<file path="config.mk">
export PLATFORM = sky130hd
export DESIGN_NAME = iop_port
export DESIGN_NICKNAME = d
export VERILOG_FILES = /design/src/iop_pkg.sv /design/src/iop_pin_sync.sv /design/src/iop_port.sv
export SDC_FILE = /design/constraint.sdc
export NUM_CORES = 1
export LEC_CHECK = 0
export BUFFER_PORTS_ARGS = -buffer_cell sky130_fd_sc_hd__buf_4
export CORE_MARGIN = 10
export CORE_UTILIZATION = 30
export DETAILED_ROUTE_END_ITERATION = 8
export GPL_TIMING_DRIVEN = 0
export PLACE_DENSITY_LB_ADDON = 0.15
export REMOVE_ABC_BUFFERS = 1
export SYNTH_ARGS = -nofsm -noshare
export SYNTH_HDL_FRONTEND = slang
export SYNTH_SLANG_ARGS = --single-unit
</file>
<file path="constraint.sdc">
create_clock -name clk_sys_in -period 16.48 [get_ports clk_sys_in]
set_input_delay 1.648 -clock clk_sys_in [delete_from_list [all_inputs] [get_ports clk_sys_in]]
set_output_delay 1.648 -clock clk_sys_in [all_outputs]
set_load 0.02 [all_outputs]
</file>
<file path="src/iop_pkg.sv">
// iop_pkg: constants, register map and types for the gpio port block.
// assumes an 8-pin port behind a 32-bit apb slave.
package iop_pkg;
  localparam int unsigned IOP_PINS = 8;
  localparam int unsigned IOP_AW = 12;
  // register byte offsets
  localparam logic [11:0] IOP_OFS_OUT = 12'h000;
  localparam logic [11:0] IOP_OFS_PIN = 12'h004;
  localparam logic [11:0] IOP_OFS_DM0 = 12'h008;
  localparam logic [11:0] IOP_OFS_DM1 = 12'h00C;
  localparam logic [11:0] IOP_OFS_DM2 = 12'h010;
  localparam logic [11:0] IOP_OFS_RISE = 12'h014;
  localparam logic [11:0] IOP_OFS_FALL = 12'h018;
  localparam logic [11:0] IOP_OFS_PEND = 12'h01C;
  localparam logic [11:0] IOP_OFS_SEL = 12'h020;
  localparam logic [11:0] IOP_OFS_RCFG = 12'h024;
  localparam logic [11:0] IOP_OFS_LP = 12'h028;
  // per-pin window: 0x100 + 4*pin
  localparam logic [11:0] IOP_OFS_PINWIN = 12'h100;
  // per-pin word fields
  localparam int unsigned IOP_PW_OUT = 0;
  localparam int unsigned IOP_PW_DM = 1;
  localparam int unsigned IOP_PW_RISE = 4;
  localparam int unsigned IOP_PW_FALL = 5;
  localparam int unsigned IOP_PW_SEL = 6;
  localparam int unsigned IOP_PW_PIN = 8;
  localparam int unsigned IOP_PW_PEND = 9;
  // drive modes, three bits per pin, eight choices
  localparam logic [2:0] IOP_DM_HIZ_ANALOG = 3'h0;
  localparam logic [2:0] IOP_DM_HIZ_DIGITAL = 3'h1;
  localparam logic [2:0] IOP_DM_PULL_UP = 3'h2;
  localparam logic [2:0] IOP_DM_PULL_DOWN = 3'h3;
  localparam logic [2:0] IOP_DM_OD_LOW = 3'h4;
  localparam logic [2:0] IOP_DM_OD_HIGH = 3'h5;
  localparam logic [2:0] IOP_DM_STRONG = 3'h6;
  localparam logic [2:0] IOP_DM_STRONG_SLOW = 3'h7;
  // reset-config codes
  localparam logic [1:0] IOP_RC_HIZ = 2'h0;
  localparam logic [1:0] IOP_RC_PULL_DOWN = 2'h1;
  localparam logic [1:0] IOP_RC_PULL_UP = 2'h2;
  localparam logic [31:0] IOP_ZERO = 32'h0000_0000;
  typedef enum logic [1:0] {IOP_ST_RESET, IOP_ST_LOAD, IOP_ST_RUN} iop_state_t;
endpackage

</file>
<file path="src/iop_pin_sync.sv">
// iop_pin_sync: two-flop synchroniser and edge detect for each pin.
// assumes pin levels may change at any time relative to clk_sys_in.
`timescale 1ns/1ps
module iop_pin_sync (
  // clock and reset
  input wire logic clk_sys_in,
  input wire logic reset_in,
  // raw pins
  input wire logic [iop_pkg::IOP_PINS-1:0] pin_in,
  // synced level and edges
  output logic [iop_pkg::IOP_PINS-1:0] level_out,
  output logic [iop_pkg::IOP_PINS-1:0] rise_out,
  output logic [iop_pkg::IOP_PINS-1:0] fall_out
);
  import iop_pkg::*;
  logic [IOP_PINS-1:0] s1_q;
  logic [IOP_PINS-1:0] s2_q;
  logic [IOP_PINS-1:0] s3_q;

  always_ff @(posedge clk_sys_in or posedge reset_in) begin
    if (reset_in) begin
      s1_q <= '0;
      s2_q <= '0;
      s3_q <= '0;
    end else begin
      s1_q <= pin_in;
      s2_q <= s1_q; // [RULE_15]
      s3_q <= s2_q;
    end
  end

  assign level_out = s2_q;
  assign rise_out = s2_q & ~s3_q;
  assign fall_out = ~s2_q & s3_q;
endmodule

</file>
<file path="src/iop_port.sv">
// iop_port: one 8-pin gpio port with apb registers and port interrupt.
// assumes a single 125 MHz clock; pads resolve level from oe and pull.
// Function
// [RULE_01] each pin works as digital input and output for cpu, dma or fabric.
// [RULE_02] each pin can interrupt on rising, falling or both edges.
// [RULE_03] level interrupts are not detected here, only through the fabric.
// [RULE_04] all pin events of the port merge onto one port interrupt.
// [RULE_05] pin state reads are separate from the output data register.
// [RULE_06] each pin has one of eight drive modes, set up at reset end.
// [RULE_07] one drive mode applies slew-rate control to the output driver.
// [RULE_08] registers are reachable as a whole port or per pin.
// [RULE_09] during reset every pin is high-impedance analog, driver off.
// [RULE_10] after reset a port may default to pull-down or pull-up.
// [RULE_11] the stored reset configuration loads on release automatically.
// [RULE_12] in low power pins keep drive state and value.
// [RULE_13] edge detection keeps working in low power to wake the device.
// [RULE_14] every pin joins the boundary scan chain.
// [RULE_15] inputs are synced before edge detect; pending is sticky.
`timescale 1ns/1ps
module iop_port (
  // clock and reset
  input wire logic clk_sys_in,
  input wire logic reset_in,
  // apb slave
  input wire logic psel_in,
  input wire logic penable_in,
  input wire logic pwrite_in,
  input wire logic [iop_pkg::IOP_AW-1:0] paddr_in,
  input wire logic [31:0] pwdata_in,
  output logic [31:0] prdata_out,
  output logic pready_out,
  output logic pslverr_out,
  // nonvolatile reset configuration
  input wire logic [1:0] nv_reset_cfg_in,
  // fabric side
  input wire logic [iop_pkg::IOP_PINS-1:0] fab_out_in,
  output logic [iop_pkg::IOP_PINS-1:0] fab_pin_out,
  // low power and wake
  input wire logic low_power_in,
  output logic wake_out,
  output logic port_irq_out,
  // boundary scan
  input wire logic bsc_mode_in,
  input wire logic bsc_shift_in,
  input wire logic bsc_capture_in,
  input wire logic bsc_update_in,
  input wire logic bsc_tdi_in,
  output logic bsc_tdo_out,
  // pads
  input wire logic [iop_pkg::IOP_PINS-1:0] pad_in,
  output logic [iop_pkg::IOP_PINS-1:0] pad_out,
  output logic [iop_pkg::IOP_PINS-1:0] pad_oe_out,
  output logic [iop_pkg::IOP_PINS-1:0] pad_pu_out,
  output logic [iop_pkg::IOP_PINS-1:0] pad_pd_out,
  output logic [iop_pkg::IOP_PINS-1:0] pad_slow_out,
  output logic [iop_pkg::IOP_PINS-1:0] pad_dig_in_en_out
);
  import iop_pkg::*;

  iop_state_t st_q;
  logic [IOP_PINS-1:0] out_q;
  logic [IOP_PINS-1:0] rise_en_q;
  logic [IOP_PINS-1:0] fall_en_q;
  logic [IOP_PINS-1:0] pend_q;
  logic [IOP_PINS-1:0] sel_q;
  logic [3*IOP_PINS-1:0] dm_q;
  logic [1:0] rcfg_q;
  logic [IOP_PINS-1:0] lvl;
  logic [IOP_PINS-1:0] rise;
  logic [IOP_PINS-1:0] fall;
  logic [IOP_PINS-1:0] hit;
  logic [IOP_PINS-1:0] pend_clr;
  logic [IOP_PINS-1:0] bsc_sh_q;
  logic [IOP_PINS-1:0] bsc_up_q;
  logic [IOP_PINS-1:0] bsc_oe_q;
  logic acc;
  logic wr;
  logic rd;
  logic pinwin;
  logic [2:0] pidx;
  logic mapped;
  logic [31:0] rdata;

  // reset-config code to drive mode
  function automatic logic [2:0] rc_mode(input logic [1:0] rc);
    case (rc)
      IOP_RC_PULL_DOWN: rc_mode = IOP_DM_PULL_DOWN;
      IOP_RC_PULL_UP: rc_mode = IOP_DM_PULL_UP;
      default: rc_mode = IOP_DM_HIZ_ANALOG;
    endcase
  endfunction

  function automatic logic [2:0] dm_of(input logic [3*IOP_PINS-1:0] d,
                                       input int unsigned i);
    dm_of = d[3*i +: 3];
  endfunction

  iop_pin_sync u_sync (
    .clk_sys_in(clk_sys_in),
    .reset_in(reset_in),
    .pin_in(pad_in),
    .level_out(lvl),
    .rise_out(rise),
    .fall_out(fall)
  );

  // apb decode, zero wait states
  assign acc = psel_in & penable_in;
  assign wr = acc & pwrite_in;
  assign rd = acc & ~pwrite_in;
  assign pinwin = (paddr_in[11:8] == IOP_OFS_PINWIN[11:8])
                  && (paddr_in[7:5] == 3'h0) && (paddr_in[1:0] == 2'h0);
  assign pidx = paddr_in[4:2];

  // reset sequencing: hold hiz, then copy stored config once
  always_ff @(posedge clk_sys_in or posedge reset_in) begin
    if (reset_in) begin
      st_q <= IOP_ST_RESET;
      rcfg_q <= IOP_RC_HIZ;
    end else begin
      case (st_q)
        IOP_ST_RESET: st_q <= IOP_ST_LOAD;
        IOP_ST_LOAD: begin
          rcfg_q <= nv_reset_cfg_in; // [RULE_11]
          st_q <= IOP_ST_RUN;
        end
        IOP_ST_RUN: begin
          if (wr && paddr_in == IOP_OFS_RCFG)
            rcfg_q <= pwdata_in[1:0];
        end
        default: st_q <= IOP_ST_RESET;
      endcase
    end
  end

  // output data, whole port or per pin
  always_ff @(posedge clk_sys_in or posedge reset_in) begin
    if (reset_in) begin
      out_q <= '0;
    end else if (wr && paddr_in == IOP_OFS_OUT) begin
      out_q <= pwdata_in[IOP_PINS-1:0]; // [RULE_05]
    end else if (wr && pinwin) begin
      out_q[pidx] <= pwdata_in[IOP_PW_OUT]; // [RULE_08]
    end
  end

  // drive modes: hiz analog in reset, stored default at load
  always_ff @(posedge clk_sys_in or posedge reset_in) begin
    if (reset_in) begin
      dm_q <= '0; // [RULE_09]
    end else if (st_q == IOP_ST_LOAD) begin
      dm_q <= {IOP_PINS{rc_mode(nv_reset_cfg_in)}}; // [RULE_06] [RULE_10]
    end else if (wr && paddr_in == IOP_OFS_DM0) begin
      dm_q[7:0] <= pwdata_in[7:0];
    end else if (wr && paddr_in == IOP_OFS_DM1) begin
      dm_q[15:8] <= pwdata_in[7:0];
    end else if (wr && paddr_in == IOP_OFS_DM2) begin
      dm_q[23:16] <= pwdata_in[7:0];
    end else if (wr && pinwin) begin
      dm_q[3*pidx +: 3] <= pwdata_in[IOP_PW_DM +: 3]; // [RULE_08]
    end
  end

  // edge enables and fabric select
  always_ff @(posedge clk_sys_in or posedge reset_in) begin
    if (reset_in) begin
      rise_en_q <= '0;
      fall_en_q <= '0;
      sel_q <= '0;
    end else if (wr && paddr_in == IOP_OFS_RISE) begin
      rise_en_q <= pwdata_in[IOP_PINS-1:0];
    end else if (wr && paddr_in == IOP_OFS_FALL) begin
      fall_en_q <= pwdata_in[IOP_PINS-1:0];
    end else if (wr && paddr_in == IOP_OFS_SEL) begin
      sel_q <= pwdata_in[IOP_PINS-1:0];
    end else if (wr && pinwin) begin
      rise_en_q[pidx] <= pwdata_in[IOP_PW_RISE];
      fall_en_q[pidx] <= pwdata_in[IOP_PW_FALL];
      sel_q[pidx] <= pwdata_in[IOP_PW_SEL];
    end
  end

  // edge only; level sense belongs to the fabric path via fab_pin_out
  assign hit = (rise & rise_en_q) | (fall & fall_en_q); // [RULE_02] [RULE_03]

  // clear on write-one or on read; a new edge wins over the clear
  always_comb begin
    pend_clr = '0;
    if (wr && paddr_in == IOP_OFS_PEND)
      pend_clr = pwdata_in[IOP_PINS-1:0];
    else if (rd && paddr_in == IOP_OFS_PEND)
      pend_clr = '1;
    else if (wr && pinwin && pwdata_in[IOP_PW_PEND])
      pend_clr[pidx] = 1'b1;
  end

  // runs regardless of low_power_in so edges still wake the part
  always_ff @(posedge clk_sys_in or posedge reset_in) begin
    if (reset_in) begin
      pend_q <= '0;
    end else begin
      pend_q <= (pend_q & ~pend_clr) | hit; // [RULE_15] [RULE_13]
    end
  end

  always_ff @(posedge clk_sys_in or posedge reset_in) begin
    if (reset_in) begin
      port_irq_out <= 1'b0;
      wake_out <= 1'b0;
    end else begin
      port_irq_out <= |((pend_q & ~pend_clr) | hit); // [RULE_04]
      wake_out <= low_power_in & (|hit); // [RULE_13]
    end
  end

  // boundary scan: capture pins, shift, update drives
  always_ff @(posedge clk_sys_in or posedge reset_in) begin
    if (reset_in) begin
      bsc_sh_q <= '0;
      bsc_up_q <= '0;
      bsc_oe_q <= '0;
    end else if (bsc_capture_in) begin
      bsc_sh_q <= lvl; // [RULE_14]
    end else if (bsc_shift_in) begin
      bsc_sh_q <= {bsc_tdi_in, bsc_sh_q[IOP_PINS-1:1]};
    end else if (bsc_update_in) begin
      bsc_up_q <= bsc_sh_q;
      bsc_oe_q <= '1;
    end
  end

  // pad drive; low_power_in changes nothing so state is kept
  always_ff @(posedge clk_sys_in or posedge reset_in) begin
    if (reset_in) begin
      pad_out <= '0;
      pad_oe_out <= '0; // [RULE_09]
      pad_pu_out <= '0;
      pad_pd_out <= '0;
      pad_slow_out <= '0;
      pad_dig_in_en_out <= '0;
      fab_pin_out <= '0;
      bsc_tdo_out <= 1'b0;
    end else begin
      fab_pin_out <= lvl; // [RULE_01]
      bsc_tdo_out <= bsc_sh_q[0];
      for (int i = 0; i < IOP_PINS; i++) begin
        logic [2:0] m;
        logic v;
        m = dm_of(dm_q, i);
        v = bsc_mode_in ? bsc_up_q[i] : (sel_q[i] ? fab_out_in[i] : out_q[i]);
        pad_out[i] <= v; // [RULE_01] [RULE_12]
        pad_pu_out[i] <= (m == IOP_DM_PULL_UP);
        pad_pd_out[i] <= (m == IOP_DM_PULL_DOWN);
        pad_slow_out[i] <= (m == IOP_DM_STRONG_SLOW); // [RULE_07]
        pad_dig_in_en_out[i] <= (m != IOP_DM_HIZ_ANALOG);
        if (bsc_mode_in)
          pad_oe_out[i] <= bsc_oe_q[i]; // [RULE_14]
        else begin
          case (m)
            IOP_DM_STRONG, IOP_DM_STRONG_SLOW: pad_oe_out[i] <= 1'b1;
            IOP_DM_OD_LOW: pad_oe_out[i] <= ~v;
            IOP_DM_OD_HIGH: pad_oe_out[i] <= v;
            IOP_DM_PULL_UP: pad_oe_out[i] <= ~v;
            IOP_DM_PULL_DOWN: pad_oe_out[i] <= v;
            default: pad_oe_out[i] <= 1'b0;
          endcase
        end
      end
    end
  end

  // read mux
  always_comb begin
    rdata = IOP_ZERO;
    mapped = 1'b1;
    if (pinwin) begin
      rdata[IOP_PW_OUT] = out_q[pidx];
      rdata[IOP_PW_DM +: 3] = dm_q[3*pidx +: 3];
      rdata[IOP_PW_RISE] = rise_en_q[pidx];
      rdata[IOP_PW_FALL] = fall_en_q[pidx];
      rdata[IOP_PW_SEL] = sel_q[pidx];
      rdata[IOP_PW_PIN] = lvl[pidx];
      rdata[IOP_PW_PEND] = pend_q[pidx];
    end else begin
      case (paddr_in)
        IOP_OFS_OUT: rdata[IOP_PINS-1:0] = out_q;
        IOP_OFS_PIN: rdata[IOP_PINS-1:0] = lvl; // [RULE_05]
        IOP_OFS_DM0: rdata[7:0] = dm_q[7:0];
        IOP_OFS_DM1: rdata[7:0] = dm_q[15:8];
        IOP_OFS_DM2: rdata[7:0] = dm_q[23:16];
        IOP_OFS_RISE: rdata[IOP_PINS-1:0] = rise_en_q;
        IOP_OFS_FALL: rdata[IOP_PINS-1:0] = fall_en_q;
        IOP_OFS_PEND: rdata[IOP_PINS-1:0] = pend_q;
        IOP_OFS_SEL: rdata[IOP_PINS-1:0] = sel_q;
        IOP_OFS_RCFG: rdata[1:0] = rcfg_q;
        IOP_OFS_LP: rdata[0] = low_power_in;
        default: mapped = 1'b0;
      endcase
    end
  end

  always_ff @(posedge clk_sys_in or posedge reset_in) begin
    if (reset_in) begin
      prdata_out <= IOP_ZERO;
      pready_out <= 1'b0;
      pslverr_out <= 1'b0;
    end else begin
      pready_out <= psel_in & ~penable_in;
      pslverr_out <= psel_in & ~penable_in & ~mapped;
      prdata_out <= (psel_in & ~penable_in & ~pwrite_in) ? rdata : IOP_ZERO;
    end
  end

  // an edge in the same cycle as a clear must leave the bit set
  a_pend_sticky: assert property ( // [RULE_15]
    @(posedge clk_sys_in) disable iff (reset_in)
    (|hit) |=> (|pend_q)) else $error("edge lost");
  a_rise_pend: assert property ( // [RULE_02]
    @(posedge clk_sys_in) disable iff (reset_in)
    (rise[0] && rise_en_q[0]) |=> pend_q[0]) else $error("rise missed");
  a_irq_merge: assert property ( // [RULE_04]
    @(posedge clk_sys_in) disable iff (reset_in)
    (|pend_q) && !(|pend_clr) |=> port_irq_out) else $error("irq low");
  a_load_cfg: assert property ( // [RULE_11]
    @(posedge clk_sys_in) disable iff (reset_in)
    (st_q == IOP_ST_LOAD) |=> (rcfg_q == $past(nv_reset_cfg_in)))
    else $error("cfg not loaded");
  a_pin_read: assert property ( // [RULE_05]
    @(posedge clk_sys_in) disable iff (reset_in)
    (psel_in && !penable_in && !pwrite_in && paddr_in == IOP_OFS_PIN)
    |=> (prdata_out[IOP_PINS-1:0] == $past(lvl))) else $error("pin read");
  a_slow_mode: assert property ( // [RULE_07]
    @(posedge clk_sys_in) disable iff (reset_in)
    (dm_q[2:0] == IOP_DM_STRONG_SLOW) |=> pad_slow_out[0])
    else $error("slew off");
  a_out_hold: assert property ( // [RULE_12]
    @(posedge clk_sys_in) disable iff (reset_in)
    low_power_in && !wr |=> $stable(out_q)) else $error("state lost");
  a_wake_edge: assert property ( // [RULE_13]
    @(posedge clk_sys_in) disable iff (reset_in)
    (low_power_in && (|hit)) |=> wake_out) else $error("no wake");
  a_hiz_start: assert property ( // [RULE_09]
    @(posedge clk_sys_in) disable iff (reset_in)
    (st_q != IOP_ST_RUN) |-> (pad_oe_out == '0)) else $error("driven");
  a_scan_drive: assert property ( // [RULE_14]
    @(posedge clk_sys_in) disable iff (reset_in)
    bsc_mode_in |=> (pad_out == $past(bsc_up_q))) else $error("scan drive");
  a_set_wins: assert property ( // [RULE_15]
    @(posedge clk_sys_in) disable iff (reset_in)
    (hit[0] && pend_clr[0]) |=> pend_q[0]) else $error("clear beat edge");
  c_irq: cover property (@(posedge clk_sys_in) port_irq_out);
  c_pinwin_wr: cover property (@(posedge clk_sys_in) wr && pinwin);
  c_wake: cover property (@(posedge clk_sys_in) wake_out);
  c_scan: cover property (@(posedge clk_sys_in) bsc_mode_in && bsc_oe_q[0]);
endmodule

</file>
# --- Yosys cells after proc, flatten, opt, wreduce, memory -nomap -nowiden ---
# Index checks and enable logic that the tools add are counted.
op_classes:
  magnitude_cmp: 2
  n_eq_ne: 72
  bitwise: 32
  n_shift: 3
  n_mul: 1
  n_reduce_logical: 71
  muxes: 89
  addsub: 1
op_table:
  columns: ["operator", "count"]
  rows:
  - ["$mux 8", 21]
  - ["$eq 3x3->1 const B", 32]
  - ["$pmux 6 s9", 1]
  - ["$eq 12x5->1 const B", 4]
  - ["$eq 3x2->1 const B", 16]
  - ["$mux 24", 2]
  - ["$reduce_or 2->1", 24]
  - ["$and 8x8->8", 5]
  - ["$eq 12x6->1 const B", 3]
  - ["$mux 1", 34]
  - ["$neg 5->34", 1]
  - ["$shift 3x34->24 const A", 1]
  - ["$shiftx 3x34->24", 1]
  - ["$reduce_bool 3->1", 11]
  - ["$bwmux 8", 4]
  - ["$mux 16", 2]
  - ["$bwmux 24", 1]
  - ["$eq 12x4->1 const B", 2]
  - ["$not 8->8", 3]
  - ["$pmux 1 s3", 8]
  - ["$shiftx 24x6->3", 1]
  - ["$reduce_and 3->1", 7]
  - ["$bmux 1 s3", 6]
  - ["$or 8x8->8", 2]
  - ["27 further kinds", 79]
word_totals:
  word_cells: 299
  in_bits: 73
  output_inout_bits: 93
  register_bits: 172

# --- Depth between registers and ports, before layout ---
logic_depth:
  ltp_word: 12
  mapped_depth: 12
  mapped_depth_nobuf: 8

# --- Modules after synthesis ---
# A second synthesis with hierarchy kept.
unflattened:
  cells_unflattened: 971
  hier_area_um2: 9310.2
modules_own_cells:
  columns: ["module", "area_per_inst_um2", "seq_area_each_um2", "n_inst", "cells_per_inst"]
  rows:
  - ["iop_port", 8565.7, 3903.7, 1, 930]
  - ["iop_pin_sync", 744.5, 600.6, 1, 41]

# --- Least setup slack after synthesis ---
# No wires, ideal clock.
synth_path:
  kind: "input port to flip-flop"
  startpoint: "in paddr_in[3] (netlist bit)"
  endpoint: "reg out_q[0]"
  t_required_ns: 16.355
  arrival_time_ns: 4.030
  setup_time_ns: 0.125
  stages: 9
  path_slack_ns: 12.325
  path_buffers: 3
  path_cell_list: "clkbuf_1 clkinv_1 clkbuf_1 ha_1 clkbuf_1 nor3b_1 nand2_1 nand2_1 mux2_2"
synth_via:
  elab_chain_cells: 7
  word_cells_on_any_way: 11
  cone_classes: "order compare (2); mux (5); reduce/logical (4)"
synth_rtl:
  columns: ["item", "line_no", "text"]
  rows:
  - ["from (decl)", "iop_port.sv:28", "input wire logic [iop_pkg::IOP_AW-1:0] paddr_in,"]
  - ["$lt 3x4->1 (implied by the code) or $ge 3x1->1 (tied branches)", "iop_port.sv:143", "out_q[pidx] <= pwdata_in[IOP_PW_OUT];"]
  - ["$logic_and 1x1->1 (implied by the code)", "iop_port.sv:143", null]
  - ["$mux 1 (implied by the code)", "iop_port.sv:143", null]
  - ["$demux 1 s3", "iop_port.sv:143", null]
  - ["$bwmux 8", "iop_port.sv:143", null]
  - ["$mux 8", "iop_port.sv:142", "end else if (wr && pinwin) begin"]
  - ["$mux 8", "iop_port.sv:140", "end else if (wr && paddr_in == IOP_OFS_OUT) begin"]
  - ["to (signal assigned)", "iop_port.sv:141", "out_q <= pwdata_in[IOP_PINS-1:0];"]
  - ["to (signal, indexed assignment)", "iop_port.sv:143", null]
  - ["to (decl)", "iop_port.sv:61", "logic [IOP_PINS-1:0] out_q;"]
# Parallel ways exist; a longest one is shown, timed or not. The select of a mux whose other input is x is not followed.
# A chain may end at the register's enable or synchronous reset.

# --- Final worst setup path ---
# Ends and elaborated chain as after synthesis.

==> results by group <==
Run status
  • Status: finished, final reports clean

Yosys
  • Most common flop cell mapped by yosys: dfrtp_1
  • Top-area cell type share of the netlist area: 0.479
  • Post-synthesis register bit count: 172
  • Synth Warn #: 0
  • Asr flop ratio synth: 1.00
  • Mapped Area: about 9000 µm²
  • Synth Instances: about 950
  • Sequential area share after synthesis: 0.479
  • Ranking of synthesized cells by area: dfrtp_1 (48%), mux2i_1 (6.6%), a21oi_1 (4.4%)
  • Synth area leader: dfrtp_1
  • Syn Area/Cell: 9.46 µm²
  • Post-synth top cells: dfrtp_1 (172), nand2_1 (90), nor2_1 (84), a21oi_1 (79), o21ai_0 (73)
  • Number of synthesized flops with an enable pin: 0
  • Count leader, synth: dfrtp_1
  • Library cells used by synthesis: 65

Layout
  • Synthesis-to-finish area growth: 18.4%
  • Antenna fix cells: 0
  • Layout Cell Area excl Fill: 10600 µm²
  • Nets@finish: 1096
  • Final Util: 0.360
  • FILL cells: 2999
  • Fraction of layout instances using a drive strength above 1: 0.188

Route
  • Avg WL per Cell: 24.6 µm
  • # DRC: 0
  • Initial DRC count: 915
  • DRT antenna net count: 0
  • Pre-antenna DRT Iters: 7
  • Vias: ~7800
  • WL final: 34.9 mm
  • Vias/cell: 5.51

Clock network
  • H-tree lvl count: 4
  • Root Buffer: clkbuf_16
  • Sink Count: 172
  • Post_cts resized: 0
  • Clock latency at the later pin of the worst-skew pair: roughly 0.45 ns
  • Clock buffer depth: 2
  • CTS Hold Bufs: 0
  • CTS tree: done
  • Post-CTS Setup Inserts: 0
  • Clk pin slew, worst setup/hold paths: 0.07 ns
  • TritonCTS Buffers: 17

Floorplan
  • Io pins: 166
  • Core Area: 29600 µm²
  • Die Area: 37300 µm²
  • Die X-Extent: 193 µm
  • Row cnt: 63
  • Initial Util: 0.304
  • Die height: 193 µm

Global routing
  • First-pass GRT wire length: 50.8 mm
  • Pin count of the biggest net entering global routing: 91
  • Vias in the first global route: 7526
  • GR Util All Layers: 0.184
  • Remaining global-route overflow: 0
  • Initial antenna violation count: 0

Setup path
  • Crit start category: input pin
  • Critical Path AT: around 5.4 ns
  • Critical path class: input pin to flop
  • Critical path peak fanout: 29
  • CP Capture Type: flop
  • CP required: 16.80 ns

Timing
  • PnR worst setup slack: ~11 ns
  • Worst Skew: 0.0153 ns
  • Worst rel slew slack: 0.153
  • Fmax: 0.197 GHz
  • RSZ-0062 raised after global routing: false
  • Post-route clock period utilization: 0.308
  • Final setup fails: 0
  • Max-slew violation count: 0
  • Period minus WS final: 5.08 ns
  • Tightest Pin Transition: ~1.3 ns
  • Sum Neg Setup Slack: 0 ns
  • Final hold vios: 0

Hold path
  • Path type of the worst min-delay path: flop to flop

Power and ir drop
  • Static Leak: 4.62 nW
  • Peak supply drop: a little over 0.00005 V
  • Total power: between 0.001 and 0.0015 W
  • Pwr dens: 94.4 nW/µm²

Placed design
  • DP Area: 10100 µm²
  • Pre-CTS WS: 11.14 ns
  • Post-DP HPWL: 24.6 mm
  • Port bufs: 120
  • RePlAce Congestion: 0.937

Job
  • Max-cap viol count: 0
==> area by class of cell <==
| type | count | area (µm²) | area share |
|---|---|---|---|
| Inverter | 11 | 48.8 | 0.00459 |
| Timing Repair Buffer | 124 | 948 | 0.0892 |
| Tap cell | 390 | 488 | 0.0459 |
| Clock buffer | 17 | 425 | 0.0400 |
| Sequential cell | 172 | 4300 | 0.405 |
| Clock inverter | 15 | 144 | 0.0135 |
| Multi-Input combinational cell | 692 | 4270 | 0.402 |
==> state kept, by name, indices dropped and copies added (netlist names), 8 cells and up <==
register / flops
bsc_sh_q: 8
bsc_up_q: 8
dm_q: 24
fall_en_q: 8
out_q: 8
pad_dig_in_en_out: 8
pad_oe_out: 8
pad_out: 8
pad_pd_out: 8
pad_pu_out: 8
pad_slow_out: 8
pend_q: 8
prdata_out: 10
rise_en_q: 8
sel_q: 8
u_sync.level_out: 8
u_sync.s1_q: 8
u_sync.s3_q: 8
==> critical path, stage by stage <==
cell,delay (ns)
buf_4,0.23
clkinv_1,0.42
ha_1,0.81
nor3b_1,1.06
nand2_1,0.63
nand2_1,0.22
mux2_2,0.35
==> cells by family (layout without fill, tap and decap cells) <==
logic type,Yosys count,in the layout,synth area share
AND/OR/NAND/NOR,312,312,0.171
AO/OA/AOI/OAI,261,261,0.180
flip-flops,172,172,0.479
buffers and inverters,106,167,0.0554
multiplexers,82,82,0.0971
XOR/XNOR,10,10,0.00975
adder cells (fa/ha/maj),5,5,0.00697
other,1,22,0.000418
==> final timing paths <==
check | start | end | slack [ns] | cells past startpoint
worst max-delay path | paddr_in[3] | out_q[0] | 11.40 | 7
worst min-delay path | u_sync.s1_q[3] | u_sync.level_out[3] | 0.35 | 0
worst max register to register | u_sync.level_out[3] | port_irq_out | 14.21 | 6
worst min register to register | u_sync.s1_q[3] | u_sync.level_out[3] | 0.35 | 0
max in group asynchronous | reset_in | dm_q[20] | 14.36 | 3
min in group asynchronous | reset_in | pad_out[5] | 1.25 | 2
==> metal layers <==
metal / share of wire / global-route usage
met1: 0.46 / 0.267
met3: 0.086 / 0.0396
met5: 0 / 0
met2: 0.43 / 0.269
met4: 0.023 / 0.0536
==> cell usage in the layout (no fill, tap or decap), drive strengths merged, types with 13 or more instances in the layout <==
cell type  instances
a211oi            14
a21oi             79
buf              124
clkbuf            17
conb              22
dfrtp            172
inv               19
mux2              21
mux2i             59
nand2             90
nand3             19
nor2              85
nor3              22
o21ai             73
o22ai             14
o31ai             13
or3               14
==> through the flow <==
stage | instances | hold slack [ns]
floorplan | 875 | 0.331
global placement | 1385 | 0.332
detailed placement | 1388 | 0.335
CTS | 1420 | 0.352
global route | 1421 | 0.363
finish | 1421 | 0.347
==> power breakdown <==
| part | total [W] | switching (W) | internal, W |
|---|---|---|---|
| combinational | 0.000129 | 0.0000806 | 0.0000488 |
| clock | 0.000404 | 0.000202 | 0.000202 |
| sequential | 0.000470 | 0.0000251 | 0.000445 |
| total | 0.00100 | 0.000308 | 0.000696 |
(Power assumes the default switching activity.)
